$ cat src/design/pms_regs.vh
// Constants shared by the power mode sequencer: state codes, stop selects,
// reset values and timing counts. Assumes a 100 MHz system clock.
`ifndef PMS_REGS_VH
`define PMS_REGS_VH

// One-hot mode state codes.
`define PMS_ST_W          8
`define PMS_ST_RUN        8'h01
`define PMS_ST_WAIT       8'h02
`define PMS_ST_STOP       8'h04
`define PMS_ST_PSTOP_BUS  8'h08
`define PMS_ST_PSTOP_GATE 8'h10
`define PMS_ST_SLOW_RUN   8'h20
`define PMS_ST_SLOW_WAIT  8'h40
`define PMS_ST_SLOW_STOP  8'h80

// Bit positions of the one-hot state vector.
`define PMS_B_RUN        0
`define PMS_B_WAIT       1
`define PMS_B_STOP       2
`define PMS_B_PSTOP_BUS  3
`define PMS_B_PSTOP_GATE 4
`define PMS_B_SLOW_RUN   5
`define PMS_B_SLOW_WAIT  6
`define PMS_B_SLOW_STOP  7

// Stop flavour select, sampled at the sleep instruction.
`define PMS_STOPSEL_NORMAL    2'h0
`define PMS_STOPSEL_BUS_GATED 2'h1
`define PMS_STOPSEL_BUS_RUN   2'h2

// Clock rates and the derived flash access spacing in very-low-power modes.
`define PMS_SYS_CLK_MHZ     100
`define PMS_FLASH_VLP_MHZ   1
`define PMS_IRC_CORE_MHZ    4
`define PMS_FLASH_DIV_CYC   (`PMS_SYS_CLK_MHZ / `PMS_FLASH_VLP_MHZ)
`define PMS_FLASH_CNT_W     7
// Last count of the flash divider, one below the divider period.
`define PMS_FLASH_LAST      7'h63

// Reset values of the control outputs (normal run).
`define PMS_RST_CLK_EN   3'h7
`define PMS_RST_DET_EN   1'h1
`define PMS_RST_ZERO     1'h0
`define PMS_RST_ONE      1'h1

`endif

$ cat src/design/pms_oreg.v
// Reset-loaded output register used for every control output of the sequencer.
// Assumes a synchronous active-high reset on the shared system clock.
`timescale 1ns/1ps
module pms_oreg #(
   parameter W = 1,
   parameter [W-1:0] RST_VAL = {W{1'b0}}
) (
   // Clock and reset
   input wire clk,
   input wire rst,
   // Data
   input wire [W-1:0] d,
   output reg [W-1:0] q
);

   always @(posedge clk) begin
      if (rst) begin
         q <= RST_VAL;
      end else begin
         q <= d;
      end
   end

endmodule

$ cat src/design/pms_sequencer.v
// Power mode sequencer: run, wait, stop, two partial stops and the three
// very-low-power modes, with the clock gates and analog controls for each.
// Assumes all inputs are synchronous to clk and the core holds its state
// while its clock is gated.
//
// Functional notes
// - Sleep instruction picks wait or stop by select.
// - Each run mode has own wait, stop.
// - Pin states held across every sleeping mode.
// - Normal wait gates core clock, interrupt resumes.
// - Normal stop static, registers kept, detector on.
// - Bus-running partial stop keeps bus clock alive.
// - Bus-gated partial stop stops masters and slaves.
// - Partial stops keep prior clock generator, regulator.
// - Very-low-power run slows flash, regulator low, detector off.
// - Very-low-power run allows internal oscillator core clock.
// - Bias off in low-power run/wait with continuous converter.
// - Low-power wait sleeps core, interrupt returns.
// - Low-power stop static, detector off, interrupt recovers.
// - Low-power stop keeps converter, pin interrupts, timers.
`timescale 1ns/1ps
`include "pms_regs.vh"
module pms_sequencer (
   // Clock and reset
   input wire clk,
   input wire rst,
   // Core sleep interface
   input wire wait_for_interrupt_instr,
   input wire deep_sleep_select,
   input wire irq_pending,
   // Mode configuration
   input wire vlp_run_req,
   input wire [1:0] stop_select,
   input wire dcdc_continuous,
   // Mode status
   output wire [`PMS_ST_W-1:0] mode_state,
   output wire core_wake,
   // Clock gates
   output wire core_clk_en,
   output wire sys_clk_en,
   output wire bus_clk_en,
   output wire periph_stop,
   // Power and analog controls
   output wire low_voltage_detect_en,
   output wire regulator_low_power,
   output wire clock_generator_unit_vlp,
   output wire flash_slow_access,
   output wire flash_access_strobe,
   output wire irc_core_src_allow,
   output wire bias_en,
   output wire io_hold,
   output wire adc_pin_irq_en,
   output wire lp_periph_allow
);

   localparam [`PMS_ST_W-1:0] S_RUN = `PMS_ST_RUN;
   localparam [`PMS_ST_W-1:0] S_WAIT = `PMS_ST_WAIT;
   localparam [`PMS_ST_W-1:0] S_STOP = `PMS_ST_STOP;
   localparam [`PMS_ST_W-1:0] S_PSTOP_BUS = `PMS_ST_PSTOP_BUS;
   localparam [`PMS_ST_W-1:0] S_PSTOP_GATE = `PMS_ST_PSTOP_GATE;
   localparam [`PMS_ST_W-1:0] S_SLOW_RUN = `PMS_ST_SLOW_RUN;
   localparam [`PMS_ST_W-1:0] S_SLOW_WAIT = `PMS_ST_SLOW_WAIT;
   localparam [`PMS_ST_W-1:0] S_SLOW_STOP = `PMS_ST_SLOW_STOP;
   localparam [`PMS_FLASH_CNT_W-1:0] FLASH_LAST = `PMS_FLASH_LAST;

   reg [`PMS_ST_W-1:0] state_r;
   reg [`PMS_ST_W-1:0] state_nxt;
   reg from_vlp_r;
   reg from_vlp_nxt;
   reg wake_nxt;
   reg [`PMS_FLASH_CNT_W-1:0] flash_cnt_r;
   reg [`PMS_FLASH_CNT_W-1:0] flash_cnt_nxt;
   reg strobe_nxt;

   wire vlp_origin;
   wire in_partial;
   wire vlp_active;
   wire [2:0] clk_en_nxt;
   wire periph_stop_nxt;
   wire det_nxt;
   wire irc_nxt;
   wire bias_nxt;
   wire hold_nxt;
   wire [2:0] clk_en_q;

   // A stop flavour selected from very-low-power run always lands in the
   // low-power stop unless a partial stop was asked for explicitly.
   always @* begin
      state_nxt = state_r;
      from_vlp_nxt = from_vlp_r;
      wake_nxt = 1'b0;
      case (state_r)
         S_RUN: begin
            if (wait_for_interrupt_instr) begin
               from_vlp_nxt = 1'b0;
               if (!deep_sleep_select) begin
                  state_nxt = S_WAIT;
               end else if (stop_select == `PMS_STOPSEL_BUS_RUN) begin
                  state_nxt = S_PSTOP_BUS;
               end else if (stop_select == `PMS_STOPSEL_BUS_GATED) begin
                  state_nxt = S_PSTOP_GATE;
               end else begin
                  state_nxt = S_STOP;
               end
            end else if (vlp_run_req) begin
               state_nxt = S_SLOW_RUN;
            end
         end
         S_SLOW_RUN: begin
            if (wait_for_interrupt_instr) begin
               from_vlp_nxt = 1'b1;
               if (!deep_sleep_select) begin
                  state_nxt = S_SLOW_WAIT;
               end else if (stop_select == `PMS_STOPSEL_BUS_RUN) begin
                  state_nxt = S_PSTOP_BUS;
               end else if (stop_select == `PMS_STOPSEL_BUS_GATED) begin
                  state_nxt = S_PSTOP_GATE;
               end else begin
                  state_nxt = S_SLOW_STOP;
               end
            end else if (!vlp_run_req) begin
               state_nxt = S_RUN;
            end
         end
         S_WAIT, S_STOP: begin
            if (irq_pending) begin
               state_nxt = S_RUN;
               wake_nxt = 1'b1;
            end
         end
         S_SLOW_WAIT, S_SLOW_STOP: begin
            if (irq_pending) begin
               state_nxt = S_SLOW_RUN;
               wake_nxt = 1'b1;
            end
         end
         S_PSTOP_BUS, S_PSTOP_GATE: begin
            if (irq_pending) begin
               state_nxt = from_vlp_r ? S_SLOW_RUN : S_RUN;
               wake_nxt = 1'b1;
            end
         end
         default: begin
            state_nxt = S_RUN;
            from_vlp_nxt = 1'b0;
         end
      endcase
   end

   // Outputs are derived from the next state so they change in the same
   // cycle as mode_state, never one cycle late.
   assign vlp_origin = state_nxt[`PMS_B_PSTOP_BUS] | state_nxt[`PMS_B_PSTOP_GATE] ? from_vlp_nxt : 1'b0;
   assign in_partial = state_nxt[`PMS_B_PSTOP_BUS] | state_nxt[`PMS_B_PSTOP_GATE];
   // Partial stops inherit the regulator and generator state of their origin.
   assign vlp_active = state_nxt[`PMS_B_SLOW_RUN] | state_nxt[`PMS_B_SLOW_WAIT] | state_nxt[`PMS_B_SLOW_STOP]
                       | (in_partial & vlp_origin);

   // Clock enables: {bus, system, core}.
   assign clk_en_nxt[0] = state_nxt[`PMS_B_RUN] | state_nxt[`PMS_B_SLOW_RUN];
   assign clk_en_nxt[1] = clk_en_nxt[0] | state_nxt[`PMS_B_WAIT] | state_nxt[`PMS_B_SLOW_WAIT];
   assign clk_en_nxt[2] = clk_en_nxt[1] | state_nxt[`PMS_B_PSTOP_BUS];
   assign periph_stop_nxt = state_nxt[`PMS_B_STOP] | state_nxt[`PMS_B_SLOW_STOP]
                            | state_nxt[`PMS_B_PSTOP_GATE];
   assign det_nxt = ~vlp_active;
   assign irc_nxt = state_nxt[`PMS_B_SLOW_RUN] | state_nxt[`PMS_B_SLOW_WAIT];
   assign bias_nxt = ~(irc_nxt & dcdc_continuous);
   // Pads keep their levels in every sleeping mode, so gated logic cannot glitch them.
   assign hold_nxt = ~clk_en_nxt[0];

   pms_oreg #(.W(`PMS_ST_W), .RST_VAL(`PMS_ST_RUN)) u_state (
      .clk(clk),
      .rst(rst),
      .d(state_nxt),
      .q(mode_state)
   );

   pms_oreg #(.W(3), .RST_VAL(`PMS_RST_CLK_EN)) u_clk (
      .clk(clk),
      .rst(rst),
      .d(clk_en_nxt),
      .q(clk_en_q)
   );

   assign core_clk_en = clk_en_q[0];
   assign sys_clk_en = clk_en_q[1];
   assign bus_clk_en = clk_en_q[2];
   pms_oreg #(.W(1), .RST_VAL(`PMS_RST_ZERO)) u_pstop (
      .clk(clk),
      .rst(rst),
      .d(periph_stop_nxt),
      .q(periph_stop)
   );
   pms_oreg #(.W(1), .RST_VAL(`PMS_RST_DET_EN)) u_det (
      .clk(clk),
      .rst(rst),
      .d(det_nxt),
      .q(low_voltage_detect_en)
   );

   pms_oreg #(.W(1), .RST_VAL(`PMS_RST_ZERO)) u_reg_lp (
      .clk(clk),
      .rst(rst),
      .d(vlp_active),
      .q(regulator_low_power)
   );

   pms_oreg #(.W(1), .RST_VAL(`PMS_RST_ZERO)) u_cgu (
      .clk(clk),
      .rst(rst),
      .d(vlp_active),
      .q(clock_generator_unit_vlp)
   );

   pms_oreg #(.W(1), .RST_VAL(`PMS_RST_ZERO)) u_flash_slow (
      .clk(clk),
      .rst(rst),
      .d(vlp_active),
      .q(flash_slow_access)
   );

   pms_oreg #(.W(1), .RST_VAL(`PMS_RST_ZERO)) u_irc (
      .clk(clk),
      .rst(rst),
      .d(irc_nxt),
      .q(irc_core_src_allow)
   );

   pms_oreg #(.W(1), .RST_VAL(`PMS_RST_ONE)) u_bias (
      .clk(clk),
      .rst(rst),
      .d(bias_nxt),
      .q(bias_en)
   );

   pms_oreg #(.W(1), .RST_VAL(`PMS_RST_ZERO)) u_hold (
      .clk(clk),
      .rst(rst),
      .d(hold_nxt),
      .q(io_hold)
   );

   // Converter and pin interrupts stay usable in every mode, including the
   // low-power stop, so any mode can be woken from a pin.
   pms_oreg #(.W(1), .RST_VAL(`PMS_RST_ONE)) u_adc (
      .clk(clk),
      .rst(rst),
      .d(1'b1),
      .q(adc_pin_irq_en)
   );

   pms_oreg #(.W(1), .RST_VAL(`PMS_RST_ONE)) u_lpp (
      .clk(clk),
      .rst(rst),
      .d(1'b1),
      .q(lp_periph_allow)
   );

   pms_oreg #(.W(1), .RST_VAL(`PMS_RST_ZERO)) u_wake (
      .clk(clk),
      .rst(rst),
      .d(wake_nxt),
      .q(core_wake)
   );

   // Flash access strobe: every cycle at full speed, once per divider period
   // in very-low-power modes. The counter restarts on entry so the first slow
   // access is a full period after the switch.
   always @* begin
      flash_cnt_nxt = {`PMS_FLASH_CNT_W{1'b0}};
      strobe_nxt = 1'b1;
      if (vlp_active) begin
         strobe_nxt = (flash_cnt_r == FLASH_LAST);
         if (flash_cnt_r != FLASH_LAST) begin
            flash_cnt_nxt = flash_cnt_r + 1'b1;
         end
      end
   end

   pms_oreg #(.W(1), .RST_VAL(`PMS_RST_ONE)) u_strobe (
      .clk(clk),
      .rst(rst),
      .d(strobe_nxt),
      .q(flash_access_strobe)
   );

   always @(posedge clk) begin
      if (rst) begin
         state_r <= S_RUN;
         from_vlp_r <= 1'b0;
         flash_cnt_r <= {`PMS_FLASH_CNT_W{1'b0}};
      end else begin
         state_r <= state_nxt;
         from_vlp_r <= from_vlp_nxt;
         flash_cnt_r <= flash_cnt_nxt;
      end
   end

endmodule

$ cat config.mk
export PLATFORM = sky130hd
export DESIGN_NAME = pms_sequencer
export DESIGN_NICKNAME = d
export VERILOG_FILES = /design/src/design/pms_oreg.v /design/src/design/pms_sequencer.v
export VERILOG_INCLUDE_DIRS = /design/src /design/src/design
export SDC_FILE = /design/constraint.sdc
export NUM_CORES = 1
export LEC_CHECK = 0
export ABC_AREA = 0
export BUFFER_PORTS_ARGS = -buffer_cell sky130_fd_sc_hd__buf_2
export CAP_MARGIN = 15
export CORE_ASPECT_RATIO = 0.9
export CORE_MARGIN = 2
export CORE_UTILIZATION = 35
export CTS_BUF_LIST = sky130_fd_sc_hd__clkbuf_2 sky130_fd_sc_hd__clkbuf_4 sky130_fd_sc_hd__clkbuf_8
export CTS_CLUSTER_SIZE = 40
export DETAILED_ROUTE_END_ITERATION = 6
export MAX_ROUTING_LAYER = met4
export PLACE_DENSITY = 0.54
export SLEW_MARGIN = 0
export SYNTH_ARGS = -nofsm -noshare
export SYNTH_HDL_FRONTEND = slang
export SYNTH_SLANG_ARGS = --single-unit
$ cat constraint.sdc
create_clock -name clk -period 2.58 [get_ports clk]
set_clock_uncertainty 0.15 [all_clocks]
set_input_delay 0.645 -clock clk [delete_from_list [all_inputs] [get_ports clk]]
set_output_delay 0.645 -clock clk [all_outputs]
set_load 0.01 [all_outputs]
After elaboration in Yosys (flattened, before gate mapping)
Index checks and enable logic that the tools add are counted.
Word-level totals
  bits in registers: 27
  input port bits: 9
  output and inout bits: 23
Operators by class
  add/subtract/negate cells: 1
  equal/unequal tests: 12
  muxes and demuxes: 20
  bitwise logic cells: 17
  reduce and logical (&&, ||, !) cells: 7
Operator list (count)
  $mux W8: 10
  $pmux W8 S5: 1
  $mux W5: 3
  $or A1 B1 Y1: 10
  $reduce_or A2 Y1: 5
  $eq A8 B1 Y1 const B: 1
  $eq A8 B2 Y1 const B: 1
  $eq A8 B3 Y1 const B: 1
  $eq A8 B4 Y1 const B: 1
  $eq A8 B5 Y1 const B: 1
  $eq A8 B6 Y1 const B: 1
  $eq A8 B7 Y1 const B: 1
  $eq A8 B8 Y1 const B: 1
  $add A7 B1 Y7 const B: 1
  $eq A7 B7 Y1 const B: 1
  $ne A7 B7 Y1 const B: 1
  $mux W6: 1
  $reduce_or A6 Y1: 1
  $not A1 Y1: 5
  $mux W1: 4
  $pmux W1 S3: 1
  $reduce_or A3 Y1: 1
  $and A1 B1 Y1: 2
  $eq A2 B1 Y1 const B: 1
  $eq A2 B2 Y1 const B: 1

Logic depth before layout (Yosys ltp)
Gate-level depths: netlist of the first run.
  word-level depth: 12
  depth in mapped cells: 8

By module
Synthesis of the first run repeated with hierarchy kept, for this count alone.
Unflattened totals
  cells, all modules: 186
  area total of the unflattened synthesis: 1820.5 µm²
By module, submodules not included
  pms_sequencer: instances 1, cells each 140, area an instance 1163.6 µm², sequential area each 320.3 µm²
  pms_oreg at u_cgu ...: instances 7, cells each 2, area an instance 33.8 µm², sequential area each 20.0 µm²
  pms_oreg at u_state: instances 1, cells each 16, area an instance 210.2 µm², sequential area each 160.2 µm²
  pms_oreg at u_adc ...: instances 5, cells each 2, area an instance 26.3 µm², sequential area each 20.0 µm²
  pms_oreg at u_clk: instances 1, cells each 6, area an instance 78.8 µm², sequential area each 60.1 µm²

Worst setup path after synthesis of the first run
No wires, ideal clock.
  path kind: in2reg
  from: input port wait_for_interrupt_instr
  to: register u_strobe.q
  setup time: 0.118 ns
  arrival time: 1.977 ns
  path slack: 0.335 ns
  stages: 6
  path buffers: 0
  cell sequence: or4bb_1 > a211oi_2 > a211oi_2 > nor3_4 > a211oi_4 > nand2b_1
On the way
  longest elaborated chain between the ends: 8
RTL lines
  start: declaration: RTL line pms_sequencer.v:28  | input wire wait_for_interrupt_instr,
  $mux W8 (on tied branches): RTL line pms_sequencer.v:110, pms_sequencer.v:94
  $pmux W8 S5: RTL line pms_sequencer.v:92  | case (state_r)
  $or A1 B1 Y1: RTL line pms_sequencer.v:152, pms_sequencer.v:153
  $mux W1: RTL line pms_sequencer.v:152  | assign vlp_origin = state_nxt[`PMS_B_PSTOP_BUS] | state_nxt[`PMS_B_PSTOP_GATE] ? from_vlp_nxt : 1'b0;
  $and A1 B1 Y1: RTL line pms_sequencer.v:156  | | (in_partial & vlp_origin);
  $or A1 B1 Y1 *: RTL line pms_sequencer.v:155  | assign vlp_active = state_nxt[`PMS_B_SLOW_RUN] | state_nxt[`PMS_B_SLOW_WAIT] | state_nxt[`PMS_B_SLOW_STOP]
  $not A1 Y1 (no line) *
  $reduce_or A2 Y1 (no line) *
  end signal: assignment: RTL line pms_oreg.v:18  | q <= RST_VAL;
  end signal: assignment: RTL line pms_oreg.v:20  | q <= d;
  end: declaration: RTL line pms_oreg.v:13  | output reg [W-1:0] q
Mark *: on every way between the ends. The rest lies on a longest branch, timed or not.
A chain may end at the register's enable or synchronous reset.

Worst setup path after layout of the first run
  from: register state_r[5]
  to: register u_clk.q[2]
On the way
  longest elaborated chain between the ends: 7
RTL lines
  start: declaration: RTL line pms_sequencer.v:66  | reg [`PMS_ST_W-1:0] state_r;
  start signal: assignment: RTL line pms_sequencer.v:292  | state_r <= state_nxt;
  $eq A8 B4 Y1 (tied with other cells): RTL line pms_sequencer.v:92
  $reduce_or A2 Y1 (tied with other cells): RTL line pms_sequencer.v:92
  $pmux W8 S5 *: RTL line pms_sequencer.v:92
  $or A1 B1 Y1: RTL line pms_sequencer.v:159  | assign clk_en_nxt[0] = state_nxt[`PMS_B_RUN] | state_nxt[`PMS_B_SLOW_RUN];
  $or A1 B1 Y1 (2 in a row): RTL line pms_sequencer.v:160  | assign clk_en_nxt[1] = clk_en_nxt[0] | state_nxt[`PMS_B_WAIT] | state_nxt[`PMS_B_SLOW_WAIT];
  $or A1 B1 Y1 *: RTL line pms_sequencer.v:161  | assign clk_en_nxt[2] = clk_en_nxt[1] | state_nxt[`PMS_B_PSTOP_BUS];
  end signal: assignment: RTL line pms_oreg.v:18
  end signal: assignment: RTL line pms_oreg.v:20
  end: declaration: RTL line pms_oreg.v:13
Marks and branches as above.

==> results of run 1 <==
==> area by class of cell <==
class | count | area share
timing repair buffer | 36 | 0.112
inverter | 7 | 0.0148
multi-input combinational | 117 | 0.498
tap | 60 | 0.0424
clock buffer | 3 | 0.0233
clock inverter | 1 | 0.00424
sequential | 27 | 0.305
==> worst max-delay path, cell delays in order, from the launching register on <==
cell,delay (ns)
sky130_fd_sc_hd__dfxtp_1,0.71
sky130_fd_sc_hd__xor2_1,0.14
sky130_fd_sc_hd__o211a_1,0.27
sky130_fd_sc_hd__a211oi_1,0.41
sky130_fd_sc_hd__or2_2,0.27
sky130_fd_sc_hd__nor2_1,0.08
sky130_fd_sc_hd__or3_1,0.31
==> synthesized netlist by cell type (3+ instances only) <==
cell	instances	share of area
sky130_fd_sc_hd__xor2_1	5	0.028
sky130_fd_sc_hd__inv_1	5	0.012
sky130_fd_sc_hd__buf_4	4	0.020
sky130_fd_sc_hd__nor4_4	3	0.041
sky130_fd_sc_hd__nor4b_1	4	0.023
sky130_fd_sc_hd__a211oi_2	3	0.024
sky130_fd_sc_hd__nor4_1	5	0.020
sky130_fd_sc_hd__xnor2_1	5	0.028
sky130_fd_sc_hd__nor2_1	14	0.034
sky130_fd_sc_hd__buf_2	8	0.026
sky130_fd_sc_hd__nor3_1	4	0.013
sky130_fd_sc_hd__o21ai_0	3	0.0098
sky130_fd_sc_hd__or3_1	3	0.012
sky130_fd_sc_hd__a21oi_1	4	0.013
sky130_fd_sc_hd__ha_1	3	0.024
sky130_fd_sc_hd__nand2_1	8	0.020
sky130_fd_sc_hd__dfxtp_1	27	0.35
sky130_fd_sc_hd__nand3_1	7	0.023
sky130_fd_sc_hd__nand2b_1	3	0.012
==> power by group through the flow <==
stage	Clock, uW	Sequential, uW	Combinational, uW
2_1_floorplan	0	528	342
3_3_place_gp	0	536	451
3_5_place_dp	0	538	452
4_1_cts	252	528	454
5_1_grt	271	536	496
6_report	244	527	457
==> routing by layer <==
layer / GRT usage / wire length [um]
met1: 0.215 / 1710
met2: 0.242 / 1560
met3: 0.0363 / 261
met4: 0.0500 / 68
met5: - / 0
==> metrics by stage <==
step           cells  utilization  instance area [um2]
2_1_floorplan    165            -                 1540
3_3_place_gp     247        0.414                 1720
3_5_place_dp     247        0.414                 1720
4_1_cts          251        0.426                 1770
5_1_grt          251        0.426                 1770
6_report         251        0.426                 1770
==> worst min path at each step <==
| stage | startpoint | to | slack [ns] | depth (start not counted) |
|---|---|---|---|---|
| after CTS | flash_cnt_r[0] | flash_cnt_r[0] | 0.33 | 1 |
| final | flash_cnt_r[0] | flash_cnt_r[0] | 0.33 | 1 |
| after global routing | flash_cnt_r[0] | flash_cnt_r[0] | 0.34 | 1 |
| after detailed placement | flash_cnt_r[0] | flash_cnt_r[0] | 0.31 | 1 |
| after global placement | flash_cnt_r[0] | flash_cnt_r[0] | 0.30 | 1 |
| after floorplan | flash_cnt_r[0] | flash_cnt_r[0] | 0.28 | 1 |
==> kinds of logic after synthesis <==
logic type / share of synthesized area
compound gates: 0.170
xor+xnor: 0.0675
fa+ha+maj: 0.0244
buf+inv: 0.0773
flops: 0.352
other cells: 0.00244
simple gates: 0.307
==> load_flow_metrics.sql, run 1 <==
INSERT INTO impl_metrics (metric_group, metric, value, unit) VALUES
('detailed_routing', 'detail_route.vias_per_cell', '5.32', ''),
('status', 'result_of_the_run', 'finished, final reports clean', ''),
('global_route', 'grt_remaining_overflow', '0', ''),
('clock_tree', 'cts_resized', '0', ''),
('critical_path', 'crit_end', 'u_clk.q[2]', ''),
('finish', 'area_delta_synth_final', '15.1', '%'),
('global_route', 'grt_usage', '0.161', ''),
('die', 'pin_count', '32', ''),
('power', 'combinationalPowerShare', '0.372', ''),
('finish', 'drive_above_1_share', '0.309', ''),
('timing', 'timing_worst_slew_pin_value', '0.599', 'ns'),
('global_route', 'largest_net_degree_at_the_start_of_global_routing', '17', ''),
('die', 'dieWidth', '73.9', 'um'),
('place', 'gp_congestion', '0.964', ''),
('die', 'starting_density_of_the_core', '0.370', ''),
('finish', 'mostFrequentLayoutCell', 'sky130_fd_sc_hd__buf_2', ''),
('power', 'power.ir.vdd_worst', '0.000274', 'V'),
('power', 'total_power', '1230', 'uW'),
('timing', 'final_setup_violation_count', '0', ''),
('critical_path', 'r2r_cells', '6', ''),
('clock_tree', 'cts_root_buffer', 'sky130_fd_sc_hd__clkbuf_8', ''),
('logic_synthesis', 'avg_inst_size_synth', '9.38', 'um2'),
('timing', 'slew_headroom', '0.600', ''),
('die', 'core_area', '0.00416', 'mm2'),
('finish', 'seqCellArea', '541', 'um2'),
('finish', 'layout.nets', '204', ''),
('global_route', 'grt_pass1_wl', '5940', 'um'),
('worst_hold_path', 'timing.hold.worst.class', 'reg2reg', ''),
('global_route', 'antenna_violations_before_repair', '0', ''),
('finish', 'largestRegisters', 'state_r (8), flash_cnt_r (7), u_clk.q (3)', ''),
('place', 'port_buffers', '29', ''),
('timing', 'max_freq', '410', 'MHz'),
('timing', 'grt_setup_unrepaired', 'false', ''),
('finish', 'fillerInstances', '414', ''),
('timing', 'fin_worst_hold_slack', '0.329', 'ns'),
('power', 'share_seq_of_total_power', '0.429', ''),
('critical_path', 'critPathMaxFanout', '15', ''),
('critical_path', 'worst_setup_path_start_kind', 'register', ''),
('critical_path', 'rrSetupSlack', '0.14', 'ns'),
('finish', 'max_flop_register', 'state_r', ''),
('detailed_routing', 'wl_per_cell', '14.3', 'um'),
('clock_tree', 'tritoncts', 'done', ''),
('die', 'die_height', '66.9', 'um'),
('timing', 'hold_viol_final', '0', ''),
('detailed_routing', 'number_of_search_and_repair_iterations_in_the_first_detailed_routing_pass', '4', ''),
('logic_synthesis', 'netlist_instances', '164', ''),
('clock_tree', 'clock_buffer_depth', '2', ''),
('finish', 'mostFrequentLayoutCells', 'sky130_fd_sc_hd__buf_2 (29), sky130_fd_sc_hd__dfxtp_1 (27), sky130_fd_sc_hd__nor2_1 (14)', ''),
('critical_path', 'cp-startpoint', 'state_r[5]', ''),
('clock_tree', 'clk_transition_reported_paths', '0.09', 'ns'),
('clock_tree', 'clock_sinks', '27', ''),
('power', 'p_sw', '449', 'uW'),
('detailed_routing', 'remaining_drc_errors', '0', ''),
('critical_path', 'timing_worst_setup_path_type', 'reg2reg', ''),
('logic_synthesis', 'yosys_warnings', '0', ''),
('logic_synthesis', 'postSynthRegisterBits', '27', ''),
('clock_tree', 'h-tree-depth', '1', ''),
('critical_path', 'worstReg2RegEnd', 'u_clk.q[2]', ''),
('logic_synthesis', 'postSynth.topFlopCell', 'sky130_fd_sc_hd__dfxtp_1', ''),
('power', 'internal_power', '778', 'uW'),
('critical_path', 'cp_data_required_time', '2.59', 'ns'),
('die', 'design.die.area', '0.00494', 'mm2'),
('critical_path', 'r2r_start', 'state_r[5]', ''),
('clock_tree', 'hold_buffers_post_cts', '0', ''),
('logic_synthesis', 'synth_area', '0.00154', 'mm2'),
('power', 'clockPowerShare', '0.198', ''),
('finish', 'largest_reg_flops', '8', ''),
('die', 'std_cell_rows', '22', ''),
('detailed_routing', 'antenna_violating_nets_left', '0', ''),
('timing', 'final_critical_path_setup_slack', '0.140', 'ns'),
('finish', 'multi_input_area', '882', 'um2');
(Power assumes the default switching activity.)
==> run 2: changes to the inputs <==
REMOVE_ABC_BUFFERS = 1   (was unset)
==> run 2 against run 1 <==
Net effect:
- power decreased by 0.14%
- cell count increased by 0.40%
- setup slack improved by 0.00089 ns
- via count decreased by 3.1%
- highest routed layer unchanged
- flip-flop and latch count unchanged
- clock power decreased by 5%
==> load_flow_metrics.sql, run 2 (synthesis results as in run 1) <==
INSERT INTO impl_metrics (metric_group, metric, value, unit) VALUES
('status', 'result_of_the_run', 'finished, final reports clean', ''),
('critical_path', 'critPathSlowestCell', 'sky130_fd_sc_hd__dfxtp_1', ''),
('clock_tree', 'numCtsBuffers', '3', ''),
('timing', 'tns', '0', 'ns'),
('timing', 'timing_worst_slew_pin_value', '0.668', 'ns'),
('place', 'hpwl', '2910', 'um'),
('critical_path', 'cp_data_required_time', '2.59', 'ns'),
('critical_path', 'crit_path_end_kind', 'register', ''),
('timing', 'slew_headroom', '0.553', ''),
('timing', 'hold_viol_final', '0', ''),
('power', 'power.ir.vdd_worst', '0.000222', 'V'),
('critical_path', 'timing_worst_setup_path_type', 'reg2reg', ''),
('timing', 'layout_worst_path_cycle_share', '0.946', ''),
('clock_tree', 'post-cts-setup-buffers', '0', ''),
('timing', 'final_setup_violation_count', '0', ''),
('global_route', 'grt_usage', '0.168', ''),
('place', 'port_buffers', '29', ''),
('clock_tree', 'tritoncts', 'done', ''),
('clock_tree', 'h-tree-depth', '1', ''),
('critical_path', 'worst_setup_path_start_kind', 'register', ''),
('detailed_routing', 'route.final.wire_length', '3710', 'um'),
('timing', 'grt_setup_unrepaired', 'false', ''),
('die', 'std_cell_rows', '22', ''),
('finish', 'largest_reg_flops', '8', ''),
('clock_tree', 'clock_buffer_depth', '2', ''),
('critical_path', 'critical-path-top-delay-family', 'simple AND/OR/NAND/NOR gates', ''),
('critical_path', 'critPathMaxFanout', '10', ''),
('detailed_routing', 'dr_total_vias', '1293', ''),
('timing', 'slew_violations', '0', ''),
('die', 'design.die.area', '0.00494', 'mm2'),
('die', 'pin_count', '32', ''),
('detailed_routing', 'wl_per_cell', '14.7', 'um'),
('place', 'gp_congestion', '0.901', ''),
('global_route', 'grt_remaining_overflow', '0', ''),
('finish', 'largestRegisters', 'state_r (8), flash_cnt_r (7), u_clk.q (3)', ''),
('critical_path', 'critical_path.max_stage_delay', '0.59', 'ns'),
('clock_tree', 'cts_root_buffer', 'sky130_fd_sc_hd__clkbuf_8', ''),
('finish', 'antenna-diode-count', '0', ''),
('clock_tree', 'clk-insertion-delay-late', '0.27', 'ns'),
('run', 'cap_violations', '0', ''),
('critical_path', 'crit_arrival', '2.45', 'ns'),
('finish', 'area_delta_synth_final', '15.5', '%'),
('timing', 'final.min_clock_period', '2.44', 'ns'),
('die', 'die_height', '66.9', 'um'),
('detailed_routing', 'number_of_search_and_repair_iterations_in_the_first_detailed_routing_pass', '4', ''),
('finish', 'layout.nets', '205', ''),
('finish', 'mostFrequentLayoutCells', 'sky130_fd_sc_hd__buf_2 (29), sky130_fd_sc_hd__dfxtp_1 (26), sky130_fd_sc_hd__nor2_1 (14)', ''),
('global_route', 'via_count_of_the_first_global_routing_pass', '1220', ''),
('clock_tree', 'cts_resized', '0', ''),
('global_route', 'largest_net_degree_at_the_start_of_global_routing', '16', ''),
('die', 'dieWidth', '73.9', 'um'),
('detailed_routing', 'detail_route.iter0.violations', '65', ''),
('finish', 'fillerInstances', '437', ''),
('worst_hold_path', 'timing.hold.worst.class', 'reg2reg', ''),
('finish', 'drive_above_1_share', '0.318', ''),
('clock_tree', 'clock_sinks', '27', ''),
('die', 'starting_density_of_the_core', '0.370', ''),
('detailed_routing', 'detail_route.vias_per_cell', '5.13', ''),
('global_route', 'grt_pass1_wl', '6050', 'um'),
('timing', 'fin_worst_hold_slack', '0.317', 'ns'),
('timing', 'max_freq', '410', 'MHz'),
('die', 'core_area', '0.00416', 'mm2'),
('clock_tree', 'clk_transition_reported_paths', '0.09', 'ns'),
('finish', 'mostFrequentLayoutCell', 'sky130_fd_sc_hd__buf_2', ''),
('detailed_routing', 'antenna_violating_nets_left', '0', ''),
('clock_tree', 'hold_buffers_post_cts', '0', ''),
('finish', 'max_flop_register', 'state_r', ''),
('detailed_routing', 'remaining_drc_errors', '0', ''),
('global_route', 'antenna_violations_before_repair', '0', ''),
('power', 'power.leakage', '0.000740', 'uW'),
('critical_path', 'crit_path_cell_trace', 'or2_1 -> o22ai_1 -> a211oi_1 -> or2_2 -> nor2_1 -> or3_1', ''),
('critical_path', 'critical_path_buf_inv_count', '0', ''),
('power', 'power_density', '690', 'mW/mm2');
==> run 2: power breakdown <==
group          switching, uW  leakage [uW]  internal [uW]
sequential              60.0      0.000220            470
combinational            257      0.000495            205
clock                    125     0.0000255            108
==> run 2: worst paths after layout <==
| check | cells after the start | slack (ns) | endpoint | from |
|---|---|---|---|---|
| max | 6 | 0.14 | u_clk.q[2] | state_r[6] |
| min | 1 | 0.32 | flash_cnt_r[0] | flash_cnt_r[0] |
| max reg2reg | 6 | 0.14 | u_clk.q[2] | state_r[6] |
| min reg2reg | 1 | 0.32 | flash_cnt_r[0] | flash_cnt_r[0] |
==> run 2: metrics by stage <==
step                cell area [um2]  power, uW  utilization  setup slack (ns)  cells
floorplan                      1450        841            -             0.334    151
global placement               1730        992        0.416             0.125    248
detailed placement             1730       1000        0.416            0.0957    248
CTS                            1780       1240        0.427             0.104    252
global route                   1780       1310        0.427            0.0167    252
finish                         1780       1230        0.427             0.141    252
==> run 2: routing by layer <==
metal / vias to the layer above / global-route usage / part of all wire
met3: 2 / 0.0439 / 0.071
met5: - / - / 0
li1: 638 / - / -
met4: 0 / 0.0409 / 0.0057
met1: 605 / 0.235 / 0.49
met2: 48 / 0.241 / 0.43
==> run 2: area by class of cell <==
type,instances,area (um2),share of cell area
clock buffer,3,41.3,0.0232
tap,60,75.1,0.0423
inverter,7,26.3,0.0148
clock inverter,1,5.00,0.00282
sequential,27,542,0.305
multi-input combinational,117,882,0.496
timing repair buffer,37,205,0.115
==> run 2: worst register-to-register path: stages (launching register included) <==
cell,delay [ns]
sky130_fd_sc_hd__dfxtp_1,0.59
sky130_fd_sc_hd__or2_1,0.32
sky130_fd_sc_hd__o22ai_1,0.16
sky130_fd_sc_hd__a211oi_1,0.54
sky130_fd_sc_hd__or2_2,0.22
sky130_fd_sc_hd__nor2_1,0.05
sky130_fd_sc_hd__or3_1,0.30
==> run 3: changes to the inputs <==
CORE_ASPECT_RATIO = unset   (was 0.9)
CORE_UTILIZATION = 50   (was 35)
PLACE_DENSITY = 0.73   (was 0.54)
==> run 3 against run 2 <==
Net effect:
- non-clock buffer count down 5
- cell count down 13%
- register-to-register slack better by 0.05 ns
- die area down 28%
- global-route usage up 4.9 points
- maximum frequency up 2.3%
- critical path type unchanged
- final area down 4.9%
- routed wire length down 7.1%
- flip-flop and latch count unchanged
- setup slack better by 0.054 ns
- via count up 3.2%
==> load_flow_metrics.sql, run 3 (synthesis results as in run 1) <==
INSERT INTO impl_metrics (metric_group, metric, value, unit) VALUES
('status', 'result_of_the_run', 'finished, final reports clean', ''),
('place', 'gp_congestion', '0.935', ''),
('finish', 'layout.cell_area.non_filler', '0.00169', 'mm2'),
('clock_tree', 'numCtsBuffers', '3', ''),
('place', 'placed_area', '0.00166', 'mm2'),
('detailed_routing', 'wl_per_cell', '15.7', 'um'),
('timing', 'slew_headroom', '0.626', ''),
('global_route', 'grt_usage', '0.217', ''),
('finish', 'antenna-diode-count', '0', ''),
('critical_path', 'worst_setup_path_start_kind', 'register', ''),
('timing', 'final.min_clock_period', '2.39', 'ns'),
('place', 'port_buffers', '29', ''),
('power', 'power_density', '691', 'mW/mm2'),
('detailed_routing', 'remaining_drc_errors', '0', ''),
('global_route', 'grt_remaining_overflow', '0', ''),
('global_route', 'grt_pass1_wl', '5580', 'um'),
('timing', 'slew_violations', '0', ''),
('power', 'p_sw', '443', 'uW'),
('finish', 'layoutNonFillerInstCount', '220', ''),
('timing', 'grt_setup_unrepaired', 'false', ''),
('global_route', 'via_count_of_the_first_global_routing_pass', '1229', ''),
('power', 'combinationalPowerShare', '0.381', ''),
('place', 'hpwl', '2620', 'um'),
('die', 'core_area', '0.00298', 'mm2'),
('timing', 'tns', '0', 'ns'),
('clock_tree', 'clk-insertion-delay-late', '0.33', 'ns'),
('power', 'share_seq_of_total_power', '0.456', ''),
('die', 'die_height', '59.5', 'um'),
('die', 'std_cell_rows', '20', ''),
('power', 'power.share.switching', '0.380', ''),
('timing', 'layout_worst_path_cycle_share', '0.925', ''),
('finish', 'layout.nets', '200', ''),
('finish', 'fillerInstances', '273', ''),
('detailed_routing', 'dr_total_vias', '1335', ''),
('die', 'dieWidth', '59.5', 'um'),
('power', 'internal_power', '724', 'uW'),
('die', 'pin_count', '32', ''),
('critical_path', 'critPathMaxFanout', '10', ''),
('power', 'power.leakage', '0.000703', 'uW'),
('critical_path', 'cp_data_required_time', '2.66', 'ns'),
('finish', 'multi_input_area', '882', 'um2'),
('timing', 'timing_worst_slew_pin_value', '0.559', 'ns'),
('clock_tree', 'clk_transition_reported_paths', '0.15', 'ns'),
('finish', 'area_delta_synth_final', '9.85', '%'),
('timing', 'max_freq', '419', 'MHz'),
('clock_tree', 'cts_root_buffer', 'sky130_fd_sc_hd__clkbuf_4', ''),
('die', 'starting_density_of_the_core', '0.516', ''),
('detailed_routing', 'number_of_search_and_repair_iterations_in_the_first_detailed_routing_pass', '4', ''),
('detailed_routing', 'antenna_violating_nets_left', '0', ''),
('timing', 'hold_viol_final', '0', ''),
('critical_path', 'critical-path-top-delay-family', 'simple AND/OR/NAND/NOR gates', ''),
('critical_path', 'timing_worst_setup_path_type', 'reg2reg', ''),
('detailed_routing', 'detail_route.iter0.violations', '34', ''),
('clock_tree', 'clock_sinks', '27', ''),
('power', 'clockPowerShare', '0.163', ''),
('place', 'numPlacedInstances', '216', ''),
('global_route', 'antenna_violations_before_repair', '0', ''),
('finish', 'largest_reg_flops', '8', ''),
('finish', 'mostFrequentLayoutCells', 'sky130_fd_sc_hd__buf_2 (29), sky130_fd_sc_hd__dfxtp_1 (26), sky130_fd_sc_hd__nor2_1 (14)', ''),
('finish', 'max_flop_register', 'state_r', ''),
('clock_tree', 'clock_buffer_depth', '2', ''),
('finish', 'mostFrequentLayoutCell', 'sky130_fd_sc_hd__buf_2', ''),
('die', 'design.die.area', '0.00353', 'mm2'),
('critical_path', 'critical_path_buf_inv_count', '0', ''),
('clock_tree', 'tritoncts', 'done', ''),
('critical_path', 'critPathSlowestCell', 'sky130_fd_sc_hd__dfxtp_1', ''),
('worst_hold_path', 'timing.hold.worst.class', 'in2reg', ''),
('critical_path', 'critical_path.max_stage_delay', '0.60', 'ns'),
('clock_tree', 'h-tree-depth', '1', ''),
('power', 'power.ir.vdd_worst', '0.000279', 'V'),
('finish', 'largestRegisters', 'state_r (8), flash_cnt_r (7), u_clk.q (3)', ''),
('global_route', 'largest_net_degree_at_the_start_of_global_routing', '17', ''),
('run', 'cap_violations', '0', ''),
('finish', 'seqCellArea', '542', 'um2'),
('critical_path', 'crit_arrival', '2.47', 'ns'),
('critical_path', 'crit_path_cell_trace', 'xnor2_1 -> o22ai_1 -> a211oi_1 -> or2_2 -> nor2_1 -> or3_1', ''),
('detailed_routing', 'detail_route.vias_per_cell', '6.07', ''),
('detailed_routing', 'route.final.wire_length', '3440', 'um'),
('finish', 'drive_above_1_share', '0.299', ''),
('timing', 'final_setup_violation_count', '0', ''),
('critical_path', 'crit_path_end_kind', 'register', '');
==> run 3: cell count changes in the layout (fill, tap and decap cells not counted) <==
cell / before / now
sky130_fd_sc_hd__buf_4: 8 / 3
sky130_fd_sc_hd__clkinv_2: 1 / 0
sky130_fd_sc_hd__clkbuf_4: 0 / 3
sky130_fd_sc_hd__clkbuf_8: 3 / 0
sky130_fd_sc_hd__clkinvlp_4: 0 / 1
==> run 3: worst paths after layout <==
path | cells after the start | start | endpoint | slack [ns]
worst min register to register | 1 | flash_cnt_r[0] | flash_cnt_r[0] | 0.33
worst max register to register | 6 | state_r[2] | u_clk.q[2] | 0.19
worst min-delay path | 2 | dcdc_continuous | u_bias.q | 0.30
worst max-delay path | 6 | state_r[2] | u_clk.q[2] | 0.19
==> run 3: layer usage <==
metal | up-vias | global-route usage | share of wire
met3 | 10 | 0.0328 | 0.057
met5 | - | - | 0
met2 | 59 | 0.345 | 0.48
met1 | 633 | 0.274 | 0.44
met4 | 0 | 0.0877 | 0.021
li1 | 633 | - | -
==> run 3: timing repair <==
item / CTS / global route
hold buffers: 0 / 0
gates resized for setup: 0 / 1
buffers inserted: 0 / 0
setup endpoints to repair: 0 / 8
==> run 3: metrics by stage <==
step	utilization	power, uW	worst slack (ns)	hold slack [ns]
5_1_grt	0.567	1240	0.0639	0.282
3_3_place_gp	0.557	963	0.133	0.304
3_5_place_dp	0.557	981	0.0863	0.306
4_1_cts	0.567	1170	0.144	0.293
6_report	0.567	1170	0.194	0.295
2_1_floorplan	-	841	0.334	0.283
==> run 3: worst reg2reg max path, cell delays in order, from the launching register on <==
cell	delay (ns)
sky130_fd_sc_hd__dfxtp_1	0.60
sky130_fd_sc_hd__xnor2_1	0.25
sky130_fd_sc_hd__o22ai_1	0.18
sky130_fd_sc_hd__a211oi_1	0.46
sky130_fd_sc_hd__or2_2	0.26
sky130_fd_sc_hd__nor2_1	0.08
sky130_fd_sc_hd__or3_1	0.31
==> run 3: area by class of cell <==
type,count,share of cell area
clock buffer,3,0.0133
timing repair buffer,32,0.0993
tap,33,0.0244
sequential,27,0.321
clock inverter,1,0.00444
inverter,7,0.0156
multi-input combinational,117,0.522
==> run 3: power groups by stage <==
stage / registers, uW / clock network (uW) / logic [uW]
floorplan: 557 / 0 / 283
global placement: 534 / 0 / 429
detailed placement: 542 / 0 / 440
CTS: 532 / 195 / 442
global route: 541 / 213 / 482
finish: 532 / 191 / 444
